==> src/hw/tdsr_map.vh <==
`ifndef TDSR_MAP_VH
`define TDSR_MAP_VH

// Register indices
`define TDSR_IDX_OSC_CELL     8'h09
`define TDSR_IDX_OSC_WIRE     8'h0a
`define TDSR_IDX_MEM_SIZE     8'h0c
`define TDSR_IDX_SAVED_SR     8'h10
`define TDSR_IDX_SAVED_PC     8'h11
`define TDSR_IDX_SAVED_SP     8'h12
`define TDSR_IDX_RR_THREAD    8'h13
`define TDSR_IDX_RR_REG       8'h14
`define TDSR_IDX_CAUSE        8'h15
`define TDSR_IDX_PAYLOAD      8'h16
`define TDSR_IDX_HALT_VEC     8'h18

// Saved status word layout
`define TDSR_SR_W             11
`define TDSR_SR_EVENT_EN      0
`define TDSR_SR_IRQ_EN        1
`define TDSR_SR_IN_ENABLE     2
`define TDSR_SR_IN_HANDLER    3
`define TDSR_SR_KERNEL        4
`define TDSR_SR_PAUSED        6
`define TDSR_FAST_ISSUE_FLAG          7
`define TDSR_SR_ISSUE_MODE    8
`define TDSR_SR_KENTRY_ISSUE  9
`define TDSR_SR_ASID          10
// Writable bits of the saved status word: 10,9,7,6,4..0
`define TDSR_SR_WR_MASK       11'h6df

// Field widths and positions
`define TDSR_OSC_W            16
`define TDSR_THR_W            8
`define TDSR_REGSEL_W         5
`define TDSR_CAUSE_W          3
`define TDSR_CAUSE_LSB        0
`define TDSR_CTHR_LSB         8
`define TDSR_BPNUM_LSB        16
`define TDSR_BPNUM_W          2
`define TDSR_MEM_LSB          2

// Cause codes
`define TDSR_CAUSE_NONE       3'h0
`define TDSR_CAUSE_HOST       3'h1
`define TDSR_CAUSE_DEBUG_CALL_INSTR      3'h2
`define TDSR_CAUSE_IBREAK     3'h3
`define TDSR_CAUSE_DWATCH     3'h4
`define TDSR_CAUSE_RWATCH     3'h5

// Reset values
`define TDSR_ZERO32           32'h0000_0000
`define TDSR_RST_SR           11'h000
`define TDSR_RST_THR          8'h00
`define TDSR_RST_REGSEL       5'h00
`define TDSR_RST_BPNUM        2'h0

`endif

==> src/hw/tdsr_osc_cnt.v <==
`include "tdsr_map.vh"

// Oscillator counter, holds its value through system reset
module tdsr_osc_cnt #(
    parameter W = `TDSR_OSC_W
) (
    input  wire         ref_clk,
    input  wire         osc_run,
    input  wire         osc_tick,
    output wire [W-1:0] count
);
    reg [W-1:0] count_r = {W{1'b0}};   // Power-up zero, untouched by system reset

    // Count ticks while running; no reset on purpose
    always @(posedge ref_clk)
    begin
        if (osc_run && osc_tick)
        begin
            count_r <= count_r + {{(W-1){1'b0}}, 1'b1};
        end
    end

    assign count = count_r;
endmodule

==> src/hw/tdsr_cause_enc.v <==
`include "tdsr_map.vh"

// Derives thread and hit number fields from the entry cause
module tdsr_cause_enc #(
    parameter THR_W = `TDSR_THR_W
) (
    input  wire [2:0]       cause,
    input  wire [THR_W-1:0] thread_in,
    input  wire [3:0]       hit_vec,
    output reg  [THR_W-1:0] thread_out,
    output reg  [1:0]       hit_num
);
    // Lowest set hit wins
    function [1:0] lowest_hit;
        input [3:0] v;
        begin
            if (v[0])
                lowest_hit = 2'h0;
            else if (v[1])
                lowest_hit = 2'h1;
            else if (v[2])
                lowest_hit = 2'h2;
            else if (v[3])
                lowest_hit = 2'h3;
            else
                lowest_hit = 2'h0;
        end
    endfunction

    // Host and call entries carry no hit number; host carries no thread
    always @*
    begin
        thread_out = thread_in;
        hit_num    = lowest_hit(hit_vec);
        if (cause == `TDSR_CAUSE_HOST)
        begin
            thread_out = `TDSR_RST_THR;
            hit_num    = `TDSR_RST_BPNUM;
        end
        else if (cause == `TDSR_CAUSE_DEBUG_CALL_INSTR)
        begin
            hit_num    = `TDSR_RST_BPNUM;
        end
    end
endmodule

==> src/hw/tdsr_top.v <==
`include "tdsr_map.vh"

module tdsr_top #(
    parameter [31:0] RAM_BYTES = 32'h0001_0000,
    parameter        THR_W     = `TDSR_THR_W,
    parameter        OSC_W     = `TDSR_OSC_W
) (
    input  wire             ref_clk,
    input  wire             sys_rst,
    // Register port
    input  wire [7:0]       reg_addr,
    input  wire             reg_wr,
    input  wire             reg_rd,
    input  wire [31:0]      reg_wdata,
    output wire [31:0]      reg_rdata,
    output wire             reg_rvalid,
    // Debug state
    input  wire             debug_mode,
    input  wire             debug_entry,
    input  wire [10:0]      thread_status_word,
    input  wire [31:0]      saved_program_counter,
    input  wire [31:0]      saved_stack_pointer,
    input  wire [2:0]       entry_cause,
    input  wire [THR_W-1:0] entry_thread,
    input  wire [3:0]       entry_hit_vec,
    input  wire [31:0]      entry_data_addr,
    input  wire [31:0]      entry_resource_id,
    // Oscillators
    input  wire             osc_cell_run,
    input  wire             osc_cell_tick,
    input  wire             osc_wire_run,
    input  wire             osc_wire_tick,
    // Thread stop outputs
    output wire [THR_W-1:0] thread_stop
);
    reg  [10:0]              saved_sr_r;
    reg  [10:0]              saved_sr_nxt;
    reg  [31:0]              saved_pc_r;
    reg  [31:0]              saved_sp_r;
    reg  [THR_W-1:0]         rr_thread_r;
    reg  [`TDSR_REGSEL_W-1:0] rr_reg_r;
    reg  [2:0]               cause_r;
    reg  [THR_W-1:0]         cause_thr_r;
    reg  [1:0]               hit_num_r;
    reg  [31:0]              payload_r;
    reg  [THR_W-1:0]         halt_vec_r;
    reg  [THR_W-1:0]         stop_r;
    reg  [31:0]              rdata_r;
    reg  [31:0]              rdata_nxt;
    reg                      rvalid_r;
    wire [OSC_W-1:0]         cell_count;
    wire [OSC_W-1:0]         wire_count;
    wire [THR_W-1:0]         enc_thread;
    wire [1:0]               enc_hit;
    wire                     dbg_wr;

    // Writes to debug-writable fields only in debug mode
    assign dbg_wr = reg_wr & debug_mode;

    // Address match helper
    function hit;
        input [7:0] a;
        input [7:0] idx;
        begin
            hit = (a == idx);
        end
    endfunction

    // Peripheral cell and wire oscillator counters
    tdsr_osc_cnt #(
        .W        (OSC_W)
    ) u_osc_cell (
        .ref_clk  (ref_clk),
        .osc_run  (osc_cell_run),
        .osc_tick (osc_cell_tick),
        .count    (cell_count)
    );

    tdsr_osc_cnt #(
        .W        (OSC_W)
    ) u_osc_wire (
        .ref_clk  (ref_clk),
        .osc_run  (osc_wire_run),
        .osc_tick (osc_wire_tick),
        .count    (wire_count)
    );

    // Cause field derivation
    tdsr_cause_enc #(
        .THR_W      (THR_W)
    ) u_cause_enc (
        .cause      (entry_cause),
        .thread_in  (entry_thread),
        .hit_vec    (entry_hit_vec),
        .thread_out (enc_thread),
        .hit_num    (enc_hit)
    );

    // Saved status next value; bits 8 and 5 kept read-only
    always @*
    begin
        saved_sr_nxt = saved_sr_r;
        if (dbg_wr && hit(reg_addr, `TDSR_IDX_SAVED_SR))
        begin
            saved_sr_nxt = (saved_sr_r & ~`TDSR_SR_WR_MASK)
                         | (reg_wdata[`TDSR_SR_W-1:0] & `TDSR_SR_WR_MASK);
        end
        if (debug_entry)
        begin
            saved_sr_nxt = thread_status_word;
        end
    end

    // Saved status register
    always @(posedge ref_clk or posedge sys_rst)
    begin
        if (sys_rst)
        begin
            saved_sr_r <= `TDSR_RST_SR;
        end
        else
        begin
            saved_sr_r <= saved_sr_nxt;
        end
    end

    // Saved program counter and stack pointer; capture beats writes
    always @(posedge ref_clk or posedge sys_rst)
    begin
        if (sys_rst)
        begin
            saved_pc_r <= `TDSR_ZERO32;
            saved_sp_r <= `TDSR_ZERO32;
        end
        else if (debug_entry)
        begin
            saved_pc_r <= saved_program_counter;
            saved_sp_r <= saved_stack_pointer;
        end
        else
        begin
            if (dbg_wr && hit(reg_addr, `TDSR_IDX_SAVED_PC))
            begin
                saved_pc_r <= reg_wdata;
            end
            if (dbg_wr && hit(reg_addr, `TDSR_IDX_SAVED_SP))
            begin
                saved_sp_r <= reg_wdata;
            end
        end
    end

    // Register-read operands
    always @(posedge ref_clk or posedge sys_rst)
    begin
        if (sys_rst)
        begin
            rr_thread_r <= `TDSR_RST_THR;
            rr_reg_r    <= `TDSR_RST_REGSEL;
        end
        else
        begin
            if (dbg_wr && hit(reg_addr, `TDSR_IDX_RR_THREAD))
            begin
                rr_thread_r <= reg_wdata[THR_W-1:0];
            end
            if (dbg_wr && hit(reg_addr, `TDSR_IDX_RR_REG))
            begin
                rr_reg_r <= reg_wdata[`TDSR_REGSEL_W-1:0];
            end
        end
    end

    // Entry cause register; capture beats writes
    always @(posedge ref_clk or posedge sys_rst)
    begin
        if (sys_rst)
        begin
            cause_r     <= `TDSR_CAUSE_NONE;
            cause_thr_r <= `TDSR_RST_THR;
            hit_num_r   <= `TDSR_RST_BPNUM;
        end
        else if (debug_entry)
        begin
            cause_r     <= entry_cause;
            cause_thr_r <= enc_thread;
            hit_num_r   <= enc_hit;
        end
        else if (dbg_wr && hit(reg_addr, `TDSR_IDX_CAUSE))
        begin
            cause_r     <= reg_wdata[`TDSR_CAUSE_LSB +: `TDSR_CAUSE_W];
            cause_thr_r <= reg_wdata[`TDSR_CTHR_LSB +: THR_W];
            hit_num_r   <= reg_wdata[`TDSR_BPNUM_LSB +: `TDSR_BPNUM_W];
        end
    end

    // Entry payload; only watchpoint entries load it
    always @(posedge ref_clk or posedge sys_rst)
    begin
        if (sys_rst)
        begin
            payload_r <= `TDSR_ZERO32;
        end
        else if (debug_entry && entry_cause == `TDSR_CAUSE_DWATCH)
        begin
            payload_r <= entry_data_addr;
        end
        else if (debug_entry && entry_cause == `TDSR_CAUSE_RWATCH)
        begin
            payload_r <= entry_resource_id;
        end
        else if (dbg_wr && hit(reg_addr, `TDSR_IDX_PAYLOAD))
        begin
            payload_r <= reg_wdata;
        end
    end

    // Halt vector and thread stop outputs
    always @(posedge ref_clk or posedge sys_rst)
    begin
        if (sys_rst)
        begin
            halt_vec_r <= `TDSR_RST_THR;
            stop_r     <= `TDSR_RST_THR;
        end
        else
        begin
            if (dbg_wr && hit(reg_addr, `TDSR_IDX_HALT_VEC))
            begin
                halt_vec_r <= reg_wdata[THR_W-1:0];
            end
            stop_r <= debug_mode ? `TDSR_RST_THR : halt_vec_r;
        end
    end

    // Read data selection; unmapped indices read zero
    always @*
    begin
        rdata_nxt = `TDSR_ZERO32;
        case (reg_addr)
            `TDSR_IDX_OSC_CELL:
                rdata_nxt[OSC_W-1:0] = cell_count;
            `TDSR_IDX_OSC_WIRE:
                rdata_nxt[OSC_W-1:0] = wire_count;
            `TDSR_IDX_MEM_SIZE:
                rdata_nxt[31:`TDSR_MEM_LSB] = RAM_BYTES[31:`TDSR_MEM_LSB];
            `TDSR_IDX_SAVED_SR:
                rdata_nxt[`TDSR_SR_W-1:0] = saved_sr_r;
            `TDSR_IDX_SAVED_PC:
                rdata_nxt = saved_pc_r;
            `TDSR_IDX_SAVED_SP:
                rdata_nxt = saved_sp_r;
            `TDSR_IDX_RR_THREAD:
                rdata_nxt[THR_W-1:0] = rr_thread_r;
            `TDSR_IDX_RR_REG:
                rdata_nxt[`TDSR_REGSEL_W-1:0] = rr_reg_r;
            `TDSR_IDX_CAUSE:
            begin
                rdata_nxt[`TDSR_CAUSE_LSB +: `TDSR_CAUSE_W] = cause_r;
                rdata_nxt[`TDSR_CTHR_LSB +: THR_W]          = cause_thr_r;
                rdata_nxt[`TDSR_BPNUM_LSB +: `TDSR_BPNUM_W] = hit_num_r;
            end
            `TDSR_IDX_PAYLOAD:
                rdata_nxt = payload_r;
            `TDSR_IDX_HALT_VEC:
                rdata_nxt[THR_W-1:0] = halt_vec_r;
            default:
                rdata_nxt = `TDSR_ZERO32;
        endcase
    end

    // Registered read answer, valid one cycle after request
    always @(posedge ref_clk or posedge sys_rst)
    begin
        if (sys_rst)
        begin
            rdata_r  <= `TDSR_ZERO32;
            rvalid_r <= 1'b0;
        end
        else
        begin
            rvalid_r <= reg_rd;
            if (reg_rd)
            begin
                rdata_r <= rdata_nxt;
            end
        end
    end

    assign reg_rdata   = rdata_r;
    assign reg_rvalid  = rvalid_r;
    assign thread_stop = stop_r;
endmodule

==> config.mk <==
export PLATFORM = sky130hd
export DESIGN_NAME = tdsr_top
export DESIGN_NICKNAME = d
export VERILOG_FILES = /design/src/hw/tdsr_osc_cnt.v /design/src/hw/tdsr_cause_enc.v /design/src/hw/tdsr_top.v
export VERILOG_INCLUDE_DIRS = /design/src /design/src/hw
export SDC_FILE = /design/constraint.sdc
export NUM_CORES = 1
export LEC_CHECK = 0
export BUFFER_PORTS_ARGS = -buffer_cell sky130_fd_sc_hd__buf_2
export CAP_MARGIN = 20
export CORE_MARGIN = 2
export CORE_UTILIZATION = 45
export DETAILED_ROUTE_END_ITERATION = 7
export HOLD_SLACK_MARGIN = 0.15
export PLACE_DENSITY = 0.68
export SETUP_SLACK_MARGIN = 0.15
export SYNTH_ARGS = -nofsm -noshare
export SYNTH_HDL_FRONTEND = slang
export SYNTH_HIERARCHICAL = 1
export SYNTH_SLANG_ARGS = --single-unit
export TNS_END_PERCENT = 5
==> constraint.sdc <==
create_clock -name ref_clk -period 6 [get_ports ref_clk]
set_clock_uncertainty 0.2 [all_clocks]
set_input_delay 0.3 -clock ref_clk [delete_from_list [all_inputs] [get_ports ref_clk]]
set_output_delay 0.3 -clock ref_clk [all_outputs]
set_load 0.05 [all_outputs]
# Word level (Yosys, flattened, before mapping)
# Index checks and enable logic that the tools add are counted.
# op_classes
eq_ne	15
addsub	2
bitwise	2
n_mux	31
n_reduce_logical	17
# op_table
operator	count
32-bit two-way mux	7
8-bit by 5-bit equality test with 1-bit output, second input constant	8
14-bit one-hot mux with 3 select lines	1
16-bit by 1-bit adder with 16-bit output, second input constant	2
8-bit two-way mux	4
5-bit one-hot mux with 6 select lines	1
8-bit by 4-bit equality test with 1-bit output, second input constant	3
3-bit one-hot mux with 8 select lines	1
11-bit two-way mux	2
3-bit one-hot mux with 7 select lines	1
2-bit one-hot mux with 10 select lines	1
2-bit one-hot mux with 9 select lines	1
2-bit two-way mux	8
1-bit logical AND	12
9-bit by 11-bit OR with 11-bit output	1
1-bit one-hot mux with 10 select lines	1
2-bit one-hot mux with 5 select lines	1
2-bit nonzero test	4
3-bit equality test, second input constant	2
3-bit two-way mux	2
3-bit by 1-bit equality test with 1-bit output, second input constant	1
3-bit by 2-bit equality test with 1-bit output, second input constant	1
3-bit nonzero test	1
1-bit bitwise AND	1
# word_totals
inputBits	204
out_inout_bits	41
regBits	214

# Longest topological paths before layout
# Gate-level depths: netlist (run 1).
# logic_depth
depth_word	7
depth_mapped	8

# Hierarchy
# The synthesis (run 1) kept the hierarchy.
# modules_own_cells
module	cells_each	n_inst	seq_area_each_um2	area_each_um2
tdsr_top	977	1	4554.4	9551.7
tdsr_osc_cnt	58	2	480.5	788.3
tdsr_cause_enc	16	1	0.0	112.6

# Worst setup path after synthesis (run 1)
# No wires, ideal clock.
# synth_timing
path_type	input to register
startpoint	input port reg_addr[2]
endpoint	register saved_sr_r[10]
t_required_ps	5667
slack_ps	3839
arrival_ps	1828
n_path_buf	2
cell_stages	7
path_cell_list	buf_2 > nor4_4 > nand4_2 > or3_1 > buf_2 > mux2i_1 > o21ai_0
# synth_between
elab_chain_cells	3
# synth_lines
element	line_no	source
start, declared	tdsr_top.v:11	input wire [7:0] reg_addr,
8-bit by 5-bit equality test with 1-bit output	tdsr_top.v:65	hit = (a == idx);
1-bit logical AND	tdsr_top.v:103	if (dbg_wr && hit(reg_addr, `TDSR_IDX_SAVED_SR))
2-bit nonzero test (no line)	-	
end signal, assigned	tdsr_top.v:119	saved_sr_r <= `TDSR_RST_SR;
end signal, assigned	tdsr_top.v:123	saved_sr_r <= saved_sr_nxt;
end, declared	tdsr_top.v:36	reg [10:0] saved_sr_r;
# Every way passes these cells.
# A chain may end at the register's enable or synchronous reset.

# Worst setup path after layout (run 1)
# layout_timing
startpoint	input port reg_addr[4]
endpoint	register saved_pc_r[26]
# layout_between
elab_chain_cells	3
# layout_lines
element	line_no	source
8-bit by 5-bit equality test with 1-bit output	tdsr_top.v:65	
1-bit logical AND	tdsr_top.v:142	if (dbg_wr && hit(reg_addr, `TDSR_IDX_SAVED_PC))
2-bit nonzero test (no line)	-	
end signal, assigned	tdsr_top.v:132	saved_pc_r <= `TDSR_ZERO32;
end signal, assigned	tdsr_top.v:137	saved_pc_r <= saved_program_counter;
end signal, assigned	tdsr_top.v:144	saved_pc_r <= reg_wdata;
end, declared	tdsr_top.v:38	reg [31:0] saved_pc_r;
# Every way passes these cells.

==> results of run 1 <==
[worst min-delay path: stages]
cell and delay [ns]:
dlygate4sd3_1 0.54, buf_2 0.15, inv_6 0.29
[state kept, by name (all words and copies together) (netlist names)]
register / count
reg_rvalid: 1
saved_sp_r: 32
u_osc_cell/count: 16
cause_r: 3
thread_stop: 8
reg_rdata: 32
saved_pc_r: 32
rr_thread_r: 8
halt_vec_r: 8
rr_reg_r: 5
saved_sr_r: 11
u_osc_wire/count: 16
payload_r: 32
hit_num_r: 2
cause_thr_r: 8
[worst max-delay path by stage]
| stage | from | end | slack [ns] | depth (start not counted) |
|---|---|---|---|---|
| CTS | reg_addr[4] | saved_pc_r[28] | 2.40 | 9 |
| global route | reg_addr[4] | saved_pc_r[26] | 2.19 | 9 |
| detailed placement | reg_addr[1] | payload_r[22] | 2.85 | 7 |
| finish | reg_addr[4] | saved_pc_r[26] | 2.31 | 9 |
| global placement | reg_addr[1] | payload_r[22] | 2.92 | 7 |
| floorplan | sys_rst | cause_r[0] | 0.56 | 1 |
[per-stage QoR]
stage	area, sq um	hold WS [ns]
global placement	12700	0.261
detailed placement	12700	0.271
floorplan	11200	0.131
CTS	16200	0.158
finish	16200	0.151
global route	16200	0.182
[layout make-up]
cell class | instances | area, sq um | area share
Clock buffer | 38 | 756 | 0.0467
Inverter | 13 | 53.8 | 0.00332
Multi-Input combinational cell | 803 | 5360 | 0.331
Clock inverter | 6 | 62.6 | 0.00387
Timing Repair Buffer | 526 | 4030 | 0.249
Sequential cell | 214 | 5520 | 0.341
Tap cell | 324 | 405 | 0.0251
[layer usage]
metal | up-vias | part of all wire | track usage
li1 | 4963 | - | -
met3 | 104 | 0.066 | 0.0439
met5 | - | 0 | 0
met4 | 0 | 0.031 | 0.0973
met1 | 5265 | 0.41 | 0.394
met2 | 467 | 0.49 | 0.495
[power breakdown]
group	leakage, nW	switching [mW]	total [mW]	internal [mW]
combinational	4.03	0.296	0.607	0.311
sequential	2.63	0.0752	1.66	1.58
clock	0.405	0.607	1.52	0.908
total	7.06	0.978	3.78	2.80
[cell usage in the layout, fill, tap and decap left out, types with 26 or more instances in the layout]
cell / count
mux2i_1: 124
clkbuf_16: 26
o2bb2ai_1: 28
edfxtp_1: 32
dlygate4sd3_1: 268
dfrtp_1: 182
o21ai_0: 145
mux2_2: 26
buf_2: 243
nand2_1: 174
nor2_1: 45
a22oi_1: 29
[cells by family (layout without fill, tap and decap cells)]
| logic type | Yosys count | after routing | share of synthesized area |
|---|---|---|---|
| compound gates | 289 | 289 | 0.161 |
| mux | 153 | 153 | 0.142 |
| flops | 214 | 214 | 0.491 |
| simple gates | 330 | 330 | 0.146 |
| xor+xnor | 29 | 29 | 0.0226 |
| fa+ha+maj | 2 | 2 | 0.00223 |
| buf+inv | 92 | 583 | 0.0357 |
==> impl_metrics.json, run 1 <==
{
  "r2r_cells": 4,
  "slowest_stage": "dlygate4sd3_1",
  "clk_pin_slew_worst_paths_ns": 0.06,
  "syn_area_per_cell_sq_um": 10.1,
  "antenna_found_initial": 0,
  "utilization": 0.663,
  "dr.first_iter.drc_count": 965,
  "cts_max_level": 1,
  "path_max_fanout": 21,
  "grtUsageTotal": 0.295,
  "critPathLaunchType": "input port",
  "postCtsHoldBufs": 268,
  "core_area_sq_um": 24400,
  "syn-cell-area_sq_um": 11200,
  "postSynthCellCount": 1109,
  "finalNonFillerCells": 1924,
  "cp.arrival_ns": 3.90,
  "yosys_warnings": 6,
  "p_leak_nw": 7.06,
  "clkLatencyLatePin_ns": 0.52,
  "path_buf_inv": 4,
  "worstMarginPinSlew_ns": 1.07,
  "viasPerCell": 5.61,
  "syn2layout_area_growth_pct": 44.0,
  "yosysSeqAreaShare": 0.491,
  "hpwlAfterDp_um": 23600,
  "grt_max_degree": 121,
  "nets": 1789,
  "ir_drop_uv": 235,
  "grt_pass1_vias": 11200,
  "drt-total-wl_um": 38900,
  "setup_ws_ns": 2.31,
  "num_rows": 57,
  "r2r-start": "saved_sr_r[3]",
  "hold_viol_final": 0,
  "initial_core_util": 0.461,
  "n_antenna_cell": 0,
  "grt-ovfl-total": 0,
  "synth_edf_count": 32,
  "first_pass_iters": 7,
  "numPortBuffers": 244,
  "die-height_um": 162,
  "status": "complete, no violations",
  "max_freq_ghz": 0.271,
  "power_density_nw_per_um2": 234,
  "fin_crit_ns": 3.69,
  "synth.largest_area_cell": "dfrtp_1",
  "cts_root_buf": "clkbuf_16",
  "slew_violations": 0,
  "drcViolationCount": 0,
  "synth_flop_cell": "dfrtp_1",
  "rsz0062_at_grt": "no",
  "cap_violations": 0,
  "netlist-cell-type-count": 61,
  "setup_viol": 0,
  "netlist.area_leader.share": 0.405,
  "r2r_end": "reg_rdata[3]",
  "period_share": 0.615,
  "path_common_cell": "dlygate4sd3_1",
  "fill_cells": 1940,
  "power_mw": 3.78,
  "clockBufferDepth": 3,
  "die-area_sq_um": 26300,
  "clock_sinks": 214,
  "crit_chain": "dlygate4sd3_1 > buf_2 > nor2b_1 > nand4_2 > nor2_4 > buf_4 > mux2i_1 > o21ai_0 > dlygate4sd3_1",
  "dp_worst_setup_slack_ns": 2.85,
  "synth_common_cells": "dfrtp_1 (182), nand2_1 (174), o21ai_0 (145)",
  "yosysMostFrequentCell": "dfrtp_1",
  "cp_top_family": "buffers and inverters",
  "gp_congestion": 0.918,
  "min_path_type": "input port to async pin",
  "via_count": 10800,
  "slew_headroom": 0.284,
  "setup_tns_ns": 0,
  "syn_nets": 1315,
  "rrSetupSlack_ns": 4.08,
  "die_w_um": 162,
  "crit_path_end_kind": "flop",
  "numCtsBuffers": 25,
  "num_io_pins": 245,
  "critPathMaxStageDelay_ns": 0.60,
  "ctsResizeCount": 0,
  "final_antenna_net_count": 0,
  "synth.area.top_cells": "dfrtp_1 (41%), mux2i_1 (11%), edfxtp_1 (8.5%)",
  "synthArstFlopShare": 0.850,
  "cts_tree": "done",
  "wire_per_inst_um": 20.2,
  "cts_setup_buffers": 0,
  "dpl.cell_count": 1611,
  "worst_ep_required_time_ns": 6.21,
  "critical_path_class": "input port to flop",
  "grt_pass1_wl_um": 61200,
  "synth-seq-cells": 214,
  "drive_above_1_share": 0.220
}
Note: power is estimated with default switching activity, not from simulation.
==> inputs of run 2 (changes only) <==
PLACE_DENSITY = 0.71   (was 0.68)
clock period = 3.3 ns   (was 6 ns; I/O delays follow)
==> impl_metrics.json, run 2 (synthesis gave the netlist of run 1 again) <==
{
  "status": "finished with violations",
  "violations": "DRC",
  "wire_per_inst_um": 19.9,
  "clockBufferDepth": 3,
  "cp.arrival_ns": 3.08,
  "dp_worst_setup_slack_ns": 0.927,
  "min_from": "reg_addr[6]",
  "grt_max_degree": 174,
  "slew_headroom": 0.480,
  "grt_pass1_wl_um": 62000,
  "initial_core_util": 0.461,
  "fin_area_sq_um": 16900,
  "grtUsageTotal": 0.298,
  "die-area_sq_um": 26300,
  "r2r_end": "reg_rdata[3]",
  "setup_viol": 0,
  "setup_tns_ns": 0,
  "r2r_cells": 4,
  "clock_sinks": 214,
  "dr.first_iter.drc_count": 966,
  "grt-ovfl-total": 0,
  "holdPathStages": 6,
  "drive_above_1_share": 0.219,
  "placed_area_sq_um": 12800,
  "drt-total-wl_um": 39800,
  "mostFrequentLayoutCells": "dlygate4sd3_1 (327), buf_2 (243), dfrtp_1 (182)",
  "crit_path_end_kind": "flop",
  "viasPerCell": 5.67,
  "cts_tree": "done",
  "fin_crit_ns": 2.88,
  "syn2layout_area_growth_pct": 50.1,
  "clkLatencyLatePin_ns": 0.52,
  "final_antenna_net_count": 0,
  "nets": 1858,
  "path_max_fanout": 10,
  "rrSetupSlack_ns": 1.49,
  "hold_viol_final": 0,
  "final_common_cell": "dlygate4sd3_1",
  "num_io_pins": 245,
  "grt_pass1_vias": 11800,
  "gp_congestion": 0.939,
  "setup_ws_ns": 0.416,
  "min_path_type": "input port to flop",
  "hpwlAfterDp_um": 24200,
  "critical_path_class": "input port to flop",
  "numPortBuffers": 244,
  "slew_violations": 0,
  "antenna_found_initial": 2,
  "cts_max_level": 1,
  "worst_ep_required_time_ns": 3.50,
  "die-height_um": 162,
  "via_count": 11300,
  "p_leak_nw": 7.29,
  "first_pass_iters": 8,
  "period_share": 0.874,
  "worstMarginPinSlew_ns": 0.776,
  "r2r-start": "rr_thread_r[3]",
  "clk_pin_slew_worst_paths_ns": 0.06,
  "ir_drop_uv": 348,
  "power_density_nw_per_um2": 406,
  "cap_violations": 0,
  "max_freq_ghz": 0.347,
  "fill_cells": 1810,
  "utilization": 0.692,
  "core_area_sq_um": 24400,
  "hold_path_end": "reg_rdata[1]",
  "drcViolationCount": 3,
  "die_w_um": 162,
  "rsz0062_at_grt": "no",
  "critPathLaunchType": "input port",
  "numCtsBuffers": 24,
  "cts_root_buf": "clkbuf_16",
  "num_rows": 57
}
## run 2: cell types whose count changed in the layout (fill, tap and decap cells not counted), sizes merged
cell and change:
clkbuf -4, inv -2, bufinv -1, diode +2
buf +11, clkinv +5, clkinvlp +1, dlygate4sd3 +59
## run 2: stage by stage
step / total power, mW / hold WS (ns) / instances
3_3_place_gp: 3.80 / 0.0453 / 1623
3_5_place_dp: 3.83 / 0.0491 / 1623
2_1_floorplan: 3.47 / -0.00357 / 1109
6_report: 6.86 / 0.192 / 1995
4_1_cts: 6.81 / 0.174 / 1993
5_1_grt: 7.09 / 0.200 / 1995
## run 2: cell type report
type / count / area [sq um] / share of cell area
inverter: 13 / 52.6 / 0.00311
antenna: 2 / 5.00 / 0.000297
sequential: 214 / 5520 / 0.327
clock buffer: 34 / 741 / 0.0439
multi-input combinational: 803 / 5360 / 0.318
clock inverter: 9 / 48.8 / 0.00289
tap: 324 / 405 / 0.0240
timing repair buffer: 596 / 4750 / 0.281
## run 2: worst max path at each step
stage                              start            end  slack [ns]  cells after the start
after floorplan                  sys_rst     cause_r[0]        0.60                      1
after global placement       reg_addr[2]  saved_sr_r[6]         1.0                      7
after detailed placement     reg_addr[2]  saved_sr_r[3]        0.93                      7
after CTS                 entry_cause[2]  payload_r[19]        0.24                      9
after global routing      entry_cause[2]  payload_r[19]        0.28                      9
final                        reg_addr[4]  saved_sr_r[3]        0.42                      8
## run 2: report_power, final
| part | switching (mW) | leakage [nW] | internal [mW] |
|---|---|---|---|
| logic | 0.553 | 4.27 | 0.620 |
| registers | 0.145 | 2.63 | 2.88 |
| clock network | 1.10 | 0.401 | 1.56 |
| total | 1.80 | 7.29 | 5.06 |
## run 2: per-layer routing
metal / part of all wire / routed length, um / global-route usage / up-vias
met5: 0 / 0 / 0 / -
met4: 0.044 / 1730 / 0.138 / 0
met3: 0.070 / 2790 / 0.0475 / 126
met2: 0.48 / 19300 / 0.497 / 544
met1: 0.40 / 16000 / 0.384 / 5548
li1: - / - / - / 5092
## run 2: repair_timing
action | CTS | global route
endpoints found under the hold margin | 359 | 0
hold buffers | 327 | 0
gates resized for setup | 0 | 1
setup buffers | 0 | 0
endpoints found under the setup margin | 0 | 1
## run 2: worst max-delay path, cell delays in order
cell	delay [ns]
dlygate4sd3_1	0.53
buf_2	0.22
nor2b_1	0.27
nand4_2	0.26
or3_1	0.68
mux2i_1	0.27
o21ai_0	0.09
dlygate4sd3_1	0.59
